===== src/ubg_pkg.sv =====
// Constants, types and helper functions for the four-channel baud rate generator
// Contract
// The base clock select register is a byte, reset to zero, upper nibble reads zero, lower nibble is the select field.
// Select codes 0 to 10 give the main clock divided by two to the power of the code; codes 12 to 15 are prohibited.
// Select code 11 takes the base clock from the external baud clock pin, valid on channel 0 only.
// Software clears the channel power bit before it rewrites the base clock select register.
// The baud divisor register is a byte, readable and writable, set to all ones by reset.
// Divisor values 4 to 255 are usable and the base clock over k forms the serial clock; 0 to 3 must not be written.
// Software rewrites the divisor only with power off or with both transmit and receive enables off.
// The bit rate is the base clock over twice k, so one bit lasts 2k base clocks.
// After a start bit the receiver times every following latch point from the divisor counter.
// The receive latch point leaves a margin of two base clocks, which sets the receive tolerance.
// A frame counts as 11 bits, all timed from the single start-bit resynchronisation.
// The remote transmitter keeps its baud rate within the receive tolerance for the chosen k.
// Software keeps this transmit rate error within the remote receiver tolerance.
// Software picks k and m by halving k from main clock over twice the rate until below 256, then rounding.
// Separate 8-bit divisor counters serve transmission and reception, each counting the base clock.
// The base clock reaches the counters only while the channel power bit is one.
// Each counter restarts on enable or start detection and ticks every k base clocks for mid-bit sampling.
package ubg_pkg;

  // Geometry
  localparam int          NUM_CH       = 4;
  localparam int          REG_W        = 8;
  localparam int          CKS_W        = 4;
  localparam int          PRESC_W      = 10;
  localparam int          CTL_STRIDE   = 4;

  // Reset values
  localparam logic [7:0]  CKS_RESET    = 8'h00;
  localparam logic [7:0]  BRS_RESET    = 8'hFF;
  localparam logic [11:0] CTL_RESET    = 12'h000;

  // Base clock select codes and the lowest usable divisor
  localparam logic [3:0]  CKS_MAX_DIV  = 4'hA;
  localparam logic [3:0]  CKS_EXT      = 4'hB;
  localparam logic [7:0]  BRS_MIN      = 8'h04;

  // Receive frame length in bits, start through stop
  localparam logic [3:0]  FRAME_BITS   = 4'hB;

  // Channel control field positions inside each nibble
  localparam int          RXE_POS      = 0;
  localparam int          TXE_POS      = 1;
  localparam int          PWR_POS      = 2;

  // Register indices as printed; byte address is four times the index
  localparam logic [31:0] IDX_CKS0     = 32'h0FFF_FA01;
  localparam logic [31:0] IDX_BRS0     = 32'h0FFF_FA02;
  localparam logic [31:0] IDX_CKS1     = 32'h0FFF_FA11;
  localparam logic [31:0] IDX_BRS1     = 32'h0FFF_FA12;
  localparam logic [31:0] IDX_CKS2     = 32'h0FFF_FA21;
  localparam logic [31:0] IDX_BRS2     = 32'hFFFF_FA22;
  localparam logic [31:0] IDX_CKS3     = 32'hFFFF_FA31;
  localparam logic [31:0] IDX_BRS3     = 32'hFFFF_FA32;

  // Extra registers for control and status bits
  localparam logic [31:0] ADDR_CTRL    = 32'h0000_0000;
  localparam logic [31:0] ADDR_STAT    = 32'h0000_0004;

  // AHB transfer types
  localparam logic [1:0]  HTRANS_NSEQ  = 2'b10;
  localparam logic [1:0]  HTRANS_SEQ   = 2'b11;

  // Register kinds seen by the decoder
  typedef enum logic [2:0] {
    RK_NONE = 3'b000,
    RK_CKS  = 3'b001,
    RK_BRS  = 3'b010,
    RK_CTRL = 3'b011,
    RK_STAT = 3'b100
  } ubg_reg_kind_t;

  // Bus slave states
  typedef enum logic [0:0] {
    BS_IDLE = 1'b0,
    BS_RDWT = 1'b1
  } ubg_bus_state_t;

  // Index to byte address, upper index bits drop off the 32-bit bus
  function automatic logic [31:0] ubg_idx_addr(input logic [31:0] idx);
    return {idx[29:0], 2'b00};
  endfunction : ubg_idx_addr

  // Low-bit mask whose all-ones state marks one period of fxx/2^m
  function automatic logic [PRESC_W-1:0] ubg_div_mask(input logic [3:0] m);
    logic [PRESC_W:0] one_hot;
    one_hot = '0;
    one_hot[m] = 1'b1;
    return PRESC_W'(one_hot - 1'b1);
  endfunction : ubg_div_mask

endpackage : ubg_pkg


===== src/ubg_prescaler.sv =====
// Power-of-two prescaler of the main clock, advancing only while its run request is high
`timescale 1ns/1ps
module ubg_prescaler
  import ubg_pkg::*;
(
  // Clock and reset
  input  wire logic              clk_i,
  input  wire logic              rst_n_i,
  // Run request
  input  wire logic              run_i,
  // One-cycle enables, bit m pulses once every 2^m cycles
  output logic [CKS_MAX_DIV:0]   tick_o
);

  logic [PRESC_W-1:0] cnt_ff;

  // Counter advances only while some channel is powered, saving toggles
  always_ff @(posedge clk_i or negedge rst_n_i) begin
    if (!rst_n_i) begin
      cnt_ff <= '0;
    end else if (run_i) begin
      cnt_ff <= cnt_ff + 1'b1;
    end
  end

  // Registered taps; a fixed one-cycle lag keeps the period exact
  // power-of-two taps
  always_ff @(posedge clk_i or negedge rst_n_i) begin
    if (!rst_n_i) begin
      tick_o <= '0;
    end else begin
      for (int m = 0; m <= int'(CKS_MAX_DIV); m++) begin
        tick_o[m] <= run_i & ((cnt_ff & ubg_div_mask(4'(m))) == ubg_div_mask(4'(m)));
      end
    end
  end

endmodule : ubg_prescaler


===== src/ubg_div_counter.sv =====
// Eight-bit divisor counter producing half-bit strobes
`timescale 1ns/1ps
module ubg_div_counter
  import ubg_pkg::*;
(
  // Clock and reset
  input  wire logic             clk_i,
  input  wire logic             rst_n_i,
  // Control
  input  wire logic             base_en_i,
  input  wire logic             run_i,
  input  wire logic             restart_i,
  input  wire logic [REG_W-1:0] div_k_i,
  // Strobes
  output logic                  mid_o,
  output logic                  edge_o
);

  logic [REG_W-1:0] cnt_ff;
  logic             phase_ff;
  logic             wrap;

  // wrap after k
  assign wrap = base_en_i && (cnt_ff == div_k_i - 1'b1);

  // restart and count
  always_ff @(posedge clk_i or negedge rst_n_i) begin
    if (!rst_n_i) begin
      cnt_ff   <= '0;
      phase_ff <= 1'b0;
    end else if (!run_i || restart_i) begin
      cnt_ff   <= '0;
      phase_ff <= 1'b0;
    end else if (wrap) begin
      cnt_ff   <= '0;
      phase_ff <= ~phase_ff;
    end else if (base_en_i) begin
      cnt_ff   <= cnt_ff + 1'b1;
    end
  end

  // two halves per bit
  always_ff @(posedge clk_i or negedge rst_n_i) begin
    if (!rst_n_i) begin
      mid_o  <= 1'b0;
      edge_o <= 1'b0;
    end else begin
      mid_o  <= run_i & ~restart_i & wrap & ~phase_ff;
      edge_o <= run_i & ~restart_i & wrap & phase_ff;
    end
  end

endmodule : ubg_div_counter


===== src/ubg_baud_gen.sv =====
// Four-channel baud rate generator with AHB-Lite register slave
//
// Decided for this implementation: the AHB-Lite register port.
`timescale 1ns/1ps
module ubg_baud_gen
  import ubg_pkg::*;
(
  // Clock and reset
  input  wire logic              clk_sys_i,
  input  wire logic              reset_n_i,
  // AHB-Lite slave
  input  wire logic              hsel_i,
  input  wire logic [31:0]       haddr_i,
  input  wire logic [1:0]        htrans_i,
  input  wire logic              hwrite_i,
  input  wire logic [2:0]        hsize_i,
  input  wire logic [31:0]       hwdata_i,
  input  wire logic              hready_i,
  output logic                   hreadyout_o,
  output logic                   hresp_o,
  output logic [31:0]            hrdata_o,
  // External baud clock and start detection
  input  wire logic              ext_baud_clk_i,
  input  wire logic [NUM_CH-1:0] rx_start_i,
  // Per-channel timing strobes
  output logic [NUM_CH-1:0]      base_clk_en_o,
  output logic [NUM_CH-1:0]      tx_bit_tick_o,
  output logic [NUM_CH-1:0]      rx_latch_o,
  output logic [NUM_CH-1:0]      rx_frame_end_o
);

  // Reset synchroniser
  logic rst_meta_ff;
  logic rst_sync_ff;

  // Release is delayed two edges so all flops leave reset together
  always_ff @(posedge clk_sys_i or negedge reset_n_i) begin
    if (!reset_n_i) begin
      rst_meta_ff <= 1'b0;
      rst_sync_ff <= 1'b0;
    end else begin
      rst_meta_ff <= 1'b1;
      rst_sync_ff <= rst_meta_ff;
    end
  end

  // Register state
  logic [CKS_W-1:0]     cks_ff [NUM_CH];
  logic [REG_W-1:0]     brs_ff [NUM_CH];
  logic [11:0]          ctl_ff;

  // Bus state
  ubg_bus_state_t       bus_st_ff;
  logic                 wr_pend_ff;
  ubg_reg_kind_t        dp_kind_ff;
  logic [1:0]           dp_ch_ff;
  ubg_reg_kind_t        ap_kind;
  logic [1:0]           ap_ch;
  logic                 ap_valid;

  // Decode an address into register kind and channel
  function automatic ubg_reg_kind_t dec_kind(input logic [31:0] a);
    ubg_reg_kind_t k;
    k = RK_NONE;
    if (a == ubg_idx_addr(IDX_CKS0) || a == ubg_idx_addr(IDX_CKS1) ||
        a == ubg_idx_addr(IDX_CKS2) || a == ubg_idx_addr(IDX_CKS3)) begin
      k = RK_CKS;
    end else if (a == ubg_idx_addr(IDX_BRS0) || a == ubg_idx_addr(IDX_BRS1) ||
                 a == ubg_idx_addr(IDX_BRS2) || a == ubg_idx_addr(IDX_BRS3)) begin
      k = RK_BRS;
    end else if (a == ADDR_CTRL) begin
      k = RK_CTRL;
    end else if (a == ADDR_STAT) begin
      k = RK_STAT;
    end
    return k;
  endfunction : dec_kind

  function automatic logic [1:0] dec_ch(input logic [31:0] a);
    logic [1:0] c;
    c = 2'b00;
    if (a == ubg_idx_addr(IDX_CKS1) || a == ubg_idx_addr(IDX_BRS1)) begin
      c = 2'b01;
    end else if (a == ubg_idx_addr(IDX_CKS2) || a == ubg_idx_addr(IDX_BRS2)) begin
      c = 2'b10;
    end else if (a == ubg_idx_addr(IDX_CKS3) || a == ubg_idx_addr(IDX_BRS3)) begin
      c = 2'b11;
    end
    return c;
  endfunction : dec_ch

  // Per-channel control bit pick-out
  function automatic logic ctl_bit(input logic [11:0] c, input int ch, input int pos);
    return c[ch * CTL_STRIDE + pos];
  endfunction : ctl_bit

  // Address phase decode
  assign ap_valid = hsel_i && hready_i && (htrans_i == HTRANS_NSEQ || htrans_i == HTRANS_SEQ);
  assign ap_kind  = dec_kind(haddr_i);
  assign ap_ch    = dec_ch(haddr_i);

  // Bus handshake; reads take one wait state so a read right after a write sees it
  always_ff @(posedge clk_sys_i or negedge rst_sync_ff) begin
    if (!rst_sync_ff) begin
      bus_st_ff   <= BS_IDLE;
      wr_pend_ff  <= 1'b0;
      dp_kind_ff  <= RK_NONE;
      dp_ch_ff    <= 2'b00;
      hreadyout_o <= 1'b1;
    end else begin
      case (bus_st_ff)
        BS_IDLE: begin
          wr_pend_ff <= ap_valid & hwrite_i;
          if (ap_valid) begin
            dp_kind_ff <= ap_kind;
            dp_ch_ff   <= ap_ch;
          end
          if (ap_valid && !hwrite_i) begin
            bus_st_ff   <= BS_RDWT;
            hreadyout_o <= 1'b0;
          end
        end
        BS_RDWT: begin
          wr_pend_ff  <= 1'b0;
          bus_st_ff   <= BS_IDLE;
          hreadyout_o <= 1'b1;
        end
        default: begin
          wr_pend_ff  <= 1'b0;
          bus_st_ff   <= BS_IDLE;
          hreadyout_o <= 1'b1;
        end
      endcase
    end
  end

  // Every access is answered OKAY, unmapped ones included
  always_ff @(posedge clk_sys_i or negedge rst_sync_ff) begin
    if (!rst_sync_ff) begin
      hresp_o <= 1'b0;
    end else begin
      hresp_o <= 1'b0;
    end
  end

  // Register writes take the low bits of the data phase, twelve for control, eight for the divisor, four for select
  // select register store
  // divisor register store
  always_ff @(posedge clk_sys_i or negedge rst_sync_ff) begin
    if (!rst_sync_ff) begin
      for (int c = 0; c < NUM_CH; c++) begin
        cks_ff[c] <= CKS_RESET[CKS_W-1:0];
        brs_ff[c] <= BRS_RESET;
      end
      ctl_ff <= CTL_RESET;
    end else if (wr_pend_ff) begin
      case (dp_kind_ff)
        RK_CKS:  cks_ff[dp_ch_ff] <= hwdata_i[CKS_W-1:0];
        RK_BRS:  brs_ff[dp_ch_ff] <= hwdata_i[REG_W-1:0];
        RK_CTRL: ctl_ff <= hwdata_i[11:0];
        default: ;
      endcase
    end
  end

  // Channel state for readback
  logic [NUM_CH-1:0] sel_bad;
  logic [NUM_CH-1:0] rx_active_ff;

  // Read data is loaded in the wait cycle, upper nibble of select reads zero
  always_ff @(posedge clk_sys_i or negedge rst_sync_ff) begin
    if (!rst_sync_ff) begin
      hrdata_o <= '0;
    end else if (bus_st_ff == BS_RDWT) begin
      case (dp_kind_ff)
        // upper bits zero
        RK_CKS:  hrdata_o <= {28'h0000000, cks_ff[dp_ch_ff]};
        RK_BRS:  hrdata_o <= {24'h000000, brs_ff[dp_ch_ff]};
        RK_CTRL: hrdata_o <= {20'h00000, ctl_ff};
        RK_STAT: hrdata_o <= {24'h000000, rx_active_ff, sel_bad};
        default: hrdata_o <= '0;
      endcase
    end
  end

  // External pin rising edge gives one base clock per period
  logic ext_prev_ff;
  logic ext_rise;

  always_ff @(posedge clk_sys_i or negedge rst_sync_ff) begin
    if (!rst_sync_ff) begin
      ext_prev_ff <= 1'b0;
    end else begin
      ext_prev_ff <= ext_baud_clk_i;
    end
  end

  assign ext_rise = ext_baud_clk_i & ~ext_prev_ff;

  // Shared prescaler runs while any channel is powered
  logic                 any_pwr;
  logic [CKS_MAX_DIV:0] presc_tick;

  always_comb begin
    any_pwr = 1'b0;
    for (int c = 0; c < NUM_CH; c++) begin
      any_pwr = any_pwr | ctl_bit(ctl_ff, c, PWR_POS);
    end
  end

  ubg_prescaler u_presc (
    .clk_i   (clk_sys_i),
    .rst_n_i (rst_sync_ff),
    .run_i   (any_pwr),
    .tick_o  (presc_tick)
  );

  // Base clock selection per channel
  logic [NUM_CH-1:0] base_en;

  always_comb begin
    for (int c = 0; c < NUM_CH; c++) begin
      base_en[c] = 1'b0;
      sel_bad[c] = 1'b0;
      if (cks_ff[c] <= CKS_MAX_DIV) begin
        // divided main clock
        base_en[c] = presc_tick[cks_ff[c]];
      end else if (cks_ff[c] == CKS_EXT && c == 0) begin
        // external pin
        base_en[c] = ext_rise;
      end else begin
        // Prohibited codes stop the base clock and show in status
        sel_bad[c] = 1'b1;
      end
      // power gate
      base_en[c] = base_en[c] & ctl_bit(ctl_ff, c, PWR_POS);
    end
  end

  // Enable edges restart the transmit counters so the first bit is full length
  logic [NUM_CH-1:0] tx_run;
  logic [NUM_CH-1:0] rx_en;
  logic [NUM_CH-1:0] tx_run_prev_ff;
  logic [NUM_CH-1:0] rx_start;
  logic [NUM_CH-1:0] rx_mid;
  logic [NUM_CH-1:0] tx_edge;

  always_comb begin
    for (int c = 0; c < NUM_CH; c++) begin
      tx_run[c]   = ctl_bit(ctl_ff, c, PWR_POS) & ctl_bit(ctl_ff, c, TXE_POS);
      rx_en[c]    = ctl_bit(ctl_ff, c, PWR_POS) & ctl_bit(ctl_ff, c, RXE_POS);
      rx_start[c] = rx_en[c] & rx_start_i[c];
    end
  end

  always_ff @(posedge clk_sys_i or negedge rst_sync_ff) begin
    if (!rst_sync_ff) begin
      tx_run_prev_ff <= '0;
    end else begin
      tx_run_prev_ff <= tx_run;
    end
  end

  // frame bit count
  logic [3:0] rx_bits_ff [NUM_CH];

  // Receive runs from start detection until the 11th latch point
  // resync per frame
  always_ff @(posedge clk_sys_i or negedge rst_sync_ff) begin
    if (!rst_sync_ff) begin
      rx_active_ff <= '0;
      for (int c = 0; c < NUM_CH; c++) begin
        rx_bits_ff[c] <= '0;
      end
    end else begin
      for (int c = 0; c < NUM_CH; c++) begin
        if (!rx_en[c]) begin
          rx_active_ff[c] <= 1'b0;
          rx_bits_ff[c]   <= '0;
        end else if (rx_start[c] && !rx_active_ff[c]) begin
          rx_active_ff[c] <= 1'b1;
          rx_bits_ff[c]   <= '0;
        end else if (rx_mid[c]) begin
          rx_bits_ff[c] <= rx_bits_ff[c] + 1'b1;
          if (rx_bits_ff[c] == FRAME_BITS - 1'b1) begin
            rx_active_ff[c] <= 1'b0;
          end
        end
      end
    end
  end

  // separate counters
  for (genvar g = 0; g < NUM_CH; g++) begin : g_ch
    ubg_div_counter u_tx (
      .clk_i     (clk_sys_i),
      .rst_n_i   (rst_sync_ff),
      .base_en_i (base_en[g]),
      .run_i     (tx_run[g]),
      // restart on enable
      .restart_i (tx_run[g] & ~tx_run_prev_ff[g]),
      .div_k_i   (brs_ff[g]),
      .mid_o     (),
      .edge_o    (tx_edge[g])
    );

    // latch k clocks in
    ubg_div_counter u_rx (
      .clk_i     (clk_sys_i),
      .rst_n_i   (rst_sync_ff),
      .base_en_i (base_en[g]),
      .run_i     (rx_active_ff[g]),
      .restart_i (rx_start[g] & ~rx_active_ff[g]),
      .div_k_i   (brs_ff[g]),
      .mid_o     (rx_mid[g]),
      .edge_o    ()
    );
  end

  // Output strobes are re-timed so every port leaves a flop here
  // bit boundary out
  always_ff @(posedge clk_sys_i or negedge rst_sync_ff) begin
    if (!rst_sync_ff) begin
      base_clk_en_o  <= '0;
      tx_bit_tick_o  <= '0;
      rx_latch_o     <= '0;
      rx_frame_end_o <= '0;
    end else begin
      base_clk_en_o <= base_en;
      tx_bit_tick_o <= tx_edge;
      rx_latch_o    <= rx_mid & rx_active_ff;
      for (int c = 0; c < NUM_CH; c++) begin
        rx_frame_end_o[c] <= rx_mid[c] & rx_active_ff[c] & (rx_bits_ff[c] == FRAME_BITS - 1'b1);
      end
    end
  end

endmodule : ubg_baud_gen


===== config.mk =====
export PLATFORM = sky130hd
export DESIGN_NAME = ubg_baud_gen
export DESIGN_NICKNAME = d
export VERILOG_FILES = /design/src/ubg_pkg.sv /design/src/ubg_prescaler.sv /design/src/ubg_div_counter.sv /design/src/ubg_baud_gen.sv
export SDC_FILE = /design/constraint.sdc
export NUM_CORES = 1
export LEC_CHECK = 0
export BUFFER_PORTS_ARGS = -buffer_cell sky130_fd_sc_hd__clkbuf_2
export CAP_MARGIN = 20
export CORE_UTILIZATION = 60
export DETAILED_ROUTE_END_ITERATION = 8
export GPL_ROUTABILITY_DRIVEN = 0
export PLACE_DENSITY = 0.92
export SLEW_MARGIN = 20
export SYNTH_ARGS = -nofsm -noshare
export SYNTH_HDL_FRONTEND = slang
export SYNTH_SLANG_ARGS = --single-unit

===== constraint.sdc =====
create_clock -name clk_sys_i -period 18.2 [get_ports clk_sys_i]
set_input_delay 0.91 -clock clk_sys_i [delete_from_list [all_inputs] [get_ports clk_sys_i]]
set_output_delay 0.91 -clock clk_sys_i [all_outputs]
set_load 0.05 [all_outputs]

==> results of run 1 <==
==> flip-flops by register name, indices dropped and copies added, names as in the netlist, 10 cells and up <==
| signal | flops |
|---|---|
| ctl_ff | 12 |
| brs_ff | 32 |
| u_presc.tick_o | 11 |
| g_ch.u_rx.cnt_ff | 24 |
| g_ch.u_tx.cnt_ff | 24 |
| u_presc.cnt_ff | 10 |
| rx_bits_ff | 12 |
| hrdata_o | 12 |
| cks_ff | 16 |
==> metal layers <==
layer,GRT usage,vias to the layer above
li1,-,3569
met1,0.359,3938
met2,0.452,314
met3,0.0590,66
met4,0.119,0
met5,0,-
==> kinds of logic after synthesis <==
kind of cell,Yosys count
other,2
buffers and inverters,100
adder cells (fa/ha/maj),20
AO/OA/AOI/OAI,119
multiplexers,100
XOR/XNOR,100
AND/OR/NAND/NOR,346
flip-flops,194
==> cell type report <==
type,count,area [sq um]
clock buffer,20,457
inverter,37,139
fill,1240,5640
clock inverter,12,118
timing repair buffer,82,420
multi-input combinational,712,5230
tap,225,282
sequential,194,4900
==> per-stage QoR <==
step                      instance area, sq um  setup slack, ns  instances  power, uW  hold slack [ns]
after floorplan                          10600            12.45       1006        577            0.331
after global placement                   11000            15.35       1250        607            0.335
after detailed placement                 11000            15.21       1250        613            0.337
after CTS                                11500            15.18       1282        978            0.233
after global routing                     11500            14.98       1282       1010            0.229
final                                    11500            15.15       1282        977            0.237
==> power by group <==
part / leakage [uW] / switching [uW] / internal (uW)
Sequential: 0.00248 / 28.4 / 449
Clock: 0.000283 / 170 / 198
Combinational: 0.00222 / 85.5 / 45.6
==> worst max-delay path by stage <==
| stage | start | endpoint | slack, ns | depth (start not counted) |
|---|---|---|---|---|
| 3_5_place_dp | cks_ff[8] | g_ch[1].u_tx.cnt_ff[1] | 15.21 | 7 |
| 3_3_place_gp | cks_ff[8] | g_ch[1].u_tx.cnt_ff[1] | 15.35 | 7 |
| 4_1_cts | cks_ff[8] | g_ch[1].u_tx.cnt_ff[1] | 15.18 | 7 |
| 5_1_grt | cks_ff[4] | g_ch[2].u_tx.cnt_ff[7] | 14.98 | 6 |
| 2_1_floorplan | rst_sync_ff | base_clk_en_o[0] | 12.45 | 0 |
| 6_report | cks_ff[8] | g_ch[1].u_tx.cnt_ff[1] | 15.15 | 7 |
==> cells in the final DEF (no fill, tap or decap), types with 4 or more instances in the layout <==
master	instances
nand3_1	28
o31ai_1	4
mux2i_1	21
or3_1	7
mux2_2	64
xnor2_1	58
o211ai_1	7
clkbuf_2	78
nor3_1	20
xor2_1	39
dfstp_2	33
nand2b_1	13
o22ai_1	6
and2_1	13
nor4_1	11
buf_4	4
conb_1	27
inv_6	6
and4_1	5
nand4_1	23
dfrtp_1	160
ha_1	19
o21ai_0	19
nand2_1	54
nor2b_1	13
a22oi_1	5
clkbuf_16	17
nor3b_1	6
nor2_1	98
a21oi_1	27
inv_1	35
a21o_1	4
a21boi_0	4
a31oi_1	5
nand3b_1	6
mux4_2	14
nor4bb_1	4
or4_1	5
and3_1	21
==> impl_metrics.toml, run 1 <==
[setup_path]
worstSetupPathType = "reg -> reg"
slowest_delay_ns = 0.55
critPathCaptureType = "register"
reg2reg_to = "g_ch[1].u_tx.cnt_ff[1]"
r2r_slack_ns = 15.15
cp.arrival_ns = 3.42
slowest_stage = "mux4_2"
crit_path_cell_trace = "mux4_2 > or2_2 > a31oi_2 > inv_2 > nand4_1 > nand3_1 > a21oi_1"
r2r-start = "cks_ff[8]"
r2r_cells = 7
critPathBufInv = 1
crit_path_start_kind = "register"
crit_required_ns = 18.56
cp_max_fo = 18
cp_top_family = "simple AND/OR/NAND/NOR gates"

[grt]
grt.total_usage = 0.277
grt_first_pass_wirelength_mm = 39.1
antenna_found_initial = 0
grt_pass1_vias = 7867
grt_max_degree = 82
grt_overflow = 0

[clocking]
post_cts_buffers = 0
cts.htree.levels = 4
clk_latency_ns = 0.45
cts_hold_buf = 0
cts_tree = "done"
clockBufferDepth = 2
clkTransAtPathRegs_ns = 0.07
cts.repair.resized = 0
cts_buffers = 17
clock-root-buffer = "clkbuf_16"
clock-sinks = 194

[logic_synthesis]
yosysTopAreaCellShare = 0.383
synth_area_sq_um = 10500
synth_fa_ha_area_frac = 0.0236
synth_flop_cell = "dfrtp_1"
ys_seq_elements = 194
syn_inst = 981
synth-xor-area-share = 0.0873
yosysWarnings = 0
synth.top_cells.by_count = "161 x dfrtp_1, 98 x nor2_1, 64 x mux2_2, 58 x xnor2_1, 54 x nand2_1"
async_flop_share = 1.00
synth_top_family_by_area = "simple AND/OR/NAND/NOR gates"
avgSynthCellArea_sq_um = 10.7
synthMuxAreaShare = 0.121
ys_types = 80
yosysMostFrequentCell = "dfrtp_1"
yosysSeqAreaShare = 0.466
synth-simple-area-share = 0.174
synth.area.top_cells = "dfrtp_1 38%, dfstp_2 8.3%, mux2_2 6.9%"
synth_edf_count = 0
yosys.area.top_type = "dfrtp_1"
synth_compound_area_frac = 0.0814

[sta]
max_slew_margin = 0.345
setup_tns_ns = 0
post-route-period-util = 0.168
grt_setup_unrepaired = "false"
fmax_mhz = 327
finalMaxSlewViolations = 0
skew_ns = 0.0103
hold_violations = 0
final-setup-viol-count = 0
worst_slew_pin_slew_ns = 0.983
min_period_ns = 3.05

[final_layout]
utilization = 0.672
finish.net_count = 1142
area_growth_pct = 9.84
diodes = 0
final_layout_size_suffix_gt1_frac = 0.233

[drt]
drtIter0Drc = 782
dr.max_layer_used = "met4"
routed_wl_mm = 23.8
wl_met3_mm = 1.38
vias = 7887
drcViolationCount = 0
drtAntennaViolNets = 0
wl_met1_mm = 9.80
dr_wl_met2_mm = 11.9
routedWlPerCell_um = 18.6
dr.pass1.iters = 5
vias_per_cell = 6.15

[die]
num_rows = 48
core-area_sq_um = 17200
dieArea_sq_um = 18000
initial_core_util = 0.612
num_io_pins = 129
dieWidth_um = 134
die_h_um = 134

[pwr]
leakagePower_uw = 0.00498
ir_drop_mv = 0.0788
powerDensity_nw_per_um2 = 84.7

[place]
io_buffers = 78
hpwl_mm = 16.5

[worst_hold_path]
hold_class = "in -> async"

[flow_run]
maxCapViolCount = 0

[status]
outcome = "finished, final reports clean"
Note: power is estimated with default switching activity, not from simulation.
==> run 2: changes to the inputs <==
Settings changed: CORE_UTILIZATION 60 to 59, PLACE_DENSITY 0.92 to 0.91.
Clock period 18.2 ns to 2.84 ns, I/O delays scaled along.
==> impl_metrics.toml, run 2 (same netlist as run 1, synthesis figures left out) <==
[status]
outcome = "finished, final reports clean"

[final_layout]
fillers = 1186
diodes = 0
regMostFlops = "brs_ff"
reg_top3 = "brs_ff: 32 flops, g_ch.u_rx.cnt_ff: 24 flops, g_ch.u_tx.cnt_ff: 24 flops"
final_common_cell = "dfrtp_1"
multi_input_area_sq_um = 5250
largest_reg_flops = 32
seqCellArea_sq_um = 4900
finish.net_count = 1165
area_growth_pct = 13.0
layout_common_cells = "160 x dfrtp_1, 98 x nor2_1, 78 x clkbuf_2"
final_layout_size_suffix_gt1_frac = 0.244

[sta]
layout_setup_ws_ns = 0.0880
post-route-period-util = 0.969
setup_tns_ns = 0
min_period_ns = 2.75
grt_setup_unrepaired = "false"
skew_ns = 0.0134
finalMaxSlewViolations = 0
final-setup-viol-count = 0
fmax_mhz = 363
hold_violations = 0
worst_slew_pin_slew_ns = 0.792
max_slew_margin = 0.471

[die]
num_io_pins = 129
dieWidth_um = 135
num_rows = 48
initial_core_util = 0.605
die_h_um = 135
core-area_sq_um = 17400
dieArea_sq_um = 18300

[drt]
dr_wl_met2_mm = 12.5
vias_per_cell = 6.21
routedWlPerCell_um = 19.1
routed_wl_mm = 25.0
wl_met3_mm = 1.54
dr.max_layer_used = "met4"
dr.pass1.iters = 6
vias = 8107
drtAntennaViolNets = 0
wl_met1_mm = 9.93
drcViolationCount = 0
drtIter0Drc = 712

[grt]
grt_pass1_vias = 7894
antenna_found_initial = 0
grt_max_degree = 60
grt_overflow = 0
grt_first_pass_wirelength_mm = 39.7
grt.total_usage = 0.281

[setup_path]
crit_required_ns = 3.21
worstSetupPathType = "reg -> reg"
cp.arrival_ns = 3.12
critPathCaptureType = "register"
cp_max_fo = 6
crit_path_start_kind = "register"

[clocking]
clockBufferDepth = 2
cts_tree = "done"
cts_buffers = 17
clock-sinks = 194
cts.htree.levels = 4
clk_latency_ns = 0.44
clock-root-buffer = "clkbuf_16"
clkTransAtPathRegs_ns = 0.07

[worst_hold_path]
hold_class = "in -> reg"

[pwr]
ir_drop_mv = 0.481
leakagePower_uw = 0.00514
powerDensity_nw_per_um2 = 561
finalPower_uw = 6660

[place]
pre_cts_slack_ns = 0.0168
io_buffers = 78
hpwl_mm = 17.1

[flow_run]
maxCapViolCount = 0
-- run 2: report_power, final --
group	internal, uW	switching (uW)	total (uW)
combinational	313	559	872
sequential	2880	176	3060
clock	1680	1060	2740
-- run 2: worst paths after layout --
kind | cells past startpoint | startpoint | end | slack, ns
max in group asynchronous | 1 | rst_sync_ff | brs_ff[12] | 1.61
hold / removal | 3 | rx_start_i[2] | rx_active_ff[2] | 0.01
setup reg to reg | 8 | brs_ff[8] | g_ch[2].u_tx.phase_ff | 0.09
min in group asynchronous | 2 | reset_n_i | rst_sync_ff | 0.03
hold reg to reg | 0 | rst_sync_ff | u_presc.cnt_ff[5] | 0.35
setup / recovery | 8 | brs_ff[8] | g_ch[2].u_tx.phase_ff | 0.09
-- run 2: cell type report --
type | count | share of cell area
inverters | 37 | 0.0117
multi-input cells | 712 | 0.442
clock inverters | 12 | 0.0192
well taps | 225 | 0.0237
repair buffers | 105 | 0.0535
flip-flops and latches | 194 | 0.413
clock buffers | 20 | 0.0376
-- run 2: routing by layer --
layer,vias to the layer above,global-route usage
li1,3611,-
met2,343,0.467
met1,4053,0.350
met3,100,0.0602
met5,-,0
met4,0,0.137
-- run 2: metrics by stage --
step                      std cells  instance area, sq um  utilization  hold WS, ns
after global placement         1265                 11100        0.640      -0.0721
after floorplan                1006                 10600            -       -0.154
final                          1305                 11900        0.684      0.00978
after global routing           1305                 11900        0.684       0.0191
after detailed placement       1265                 11100        0.640      -0.0692
after CTS                      1304                 11900        0.683      0.00723
-- run 2: timing repair --
item,in CTS,in global routing
buffers inserted,0,1
setup endpoints to repair,1,1
pin swaps,0,0
endpoints found under the hold margin,10,0
hold buffers,7,0
gates resized for setup,1,3
-- run 2: critical path: stages, from the launching register on --
cell and delay (ns):
dfstp_2 0.41, inv_1 0.08, ha_1 0.17, or4b_4 0.50, or3_1 0.37, a21o_1 0.18, a2111o_1 0.46, or3_1 0.37
a21boi_1 0.15
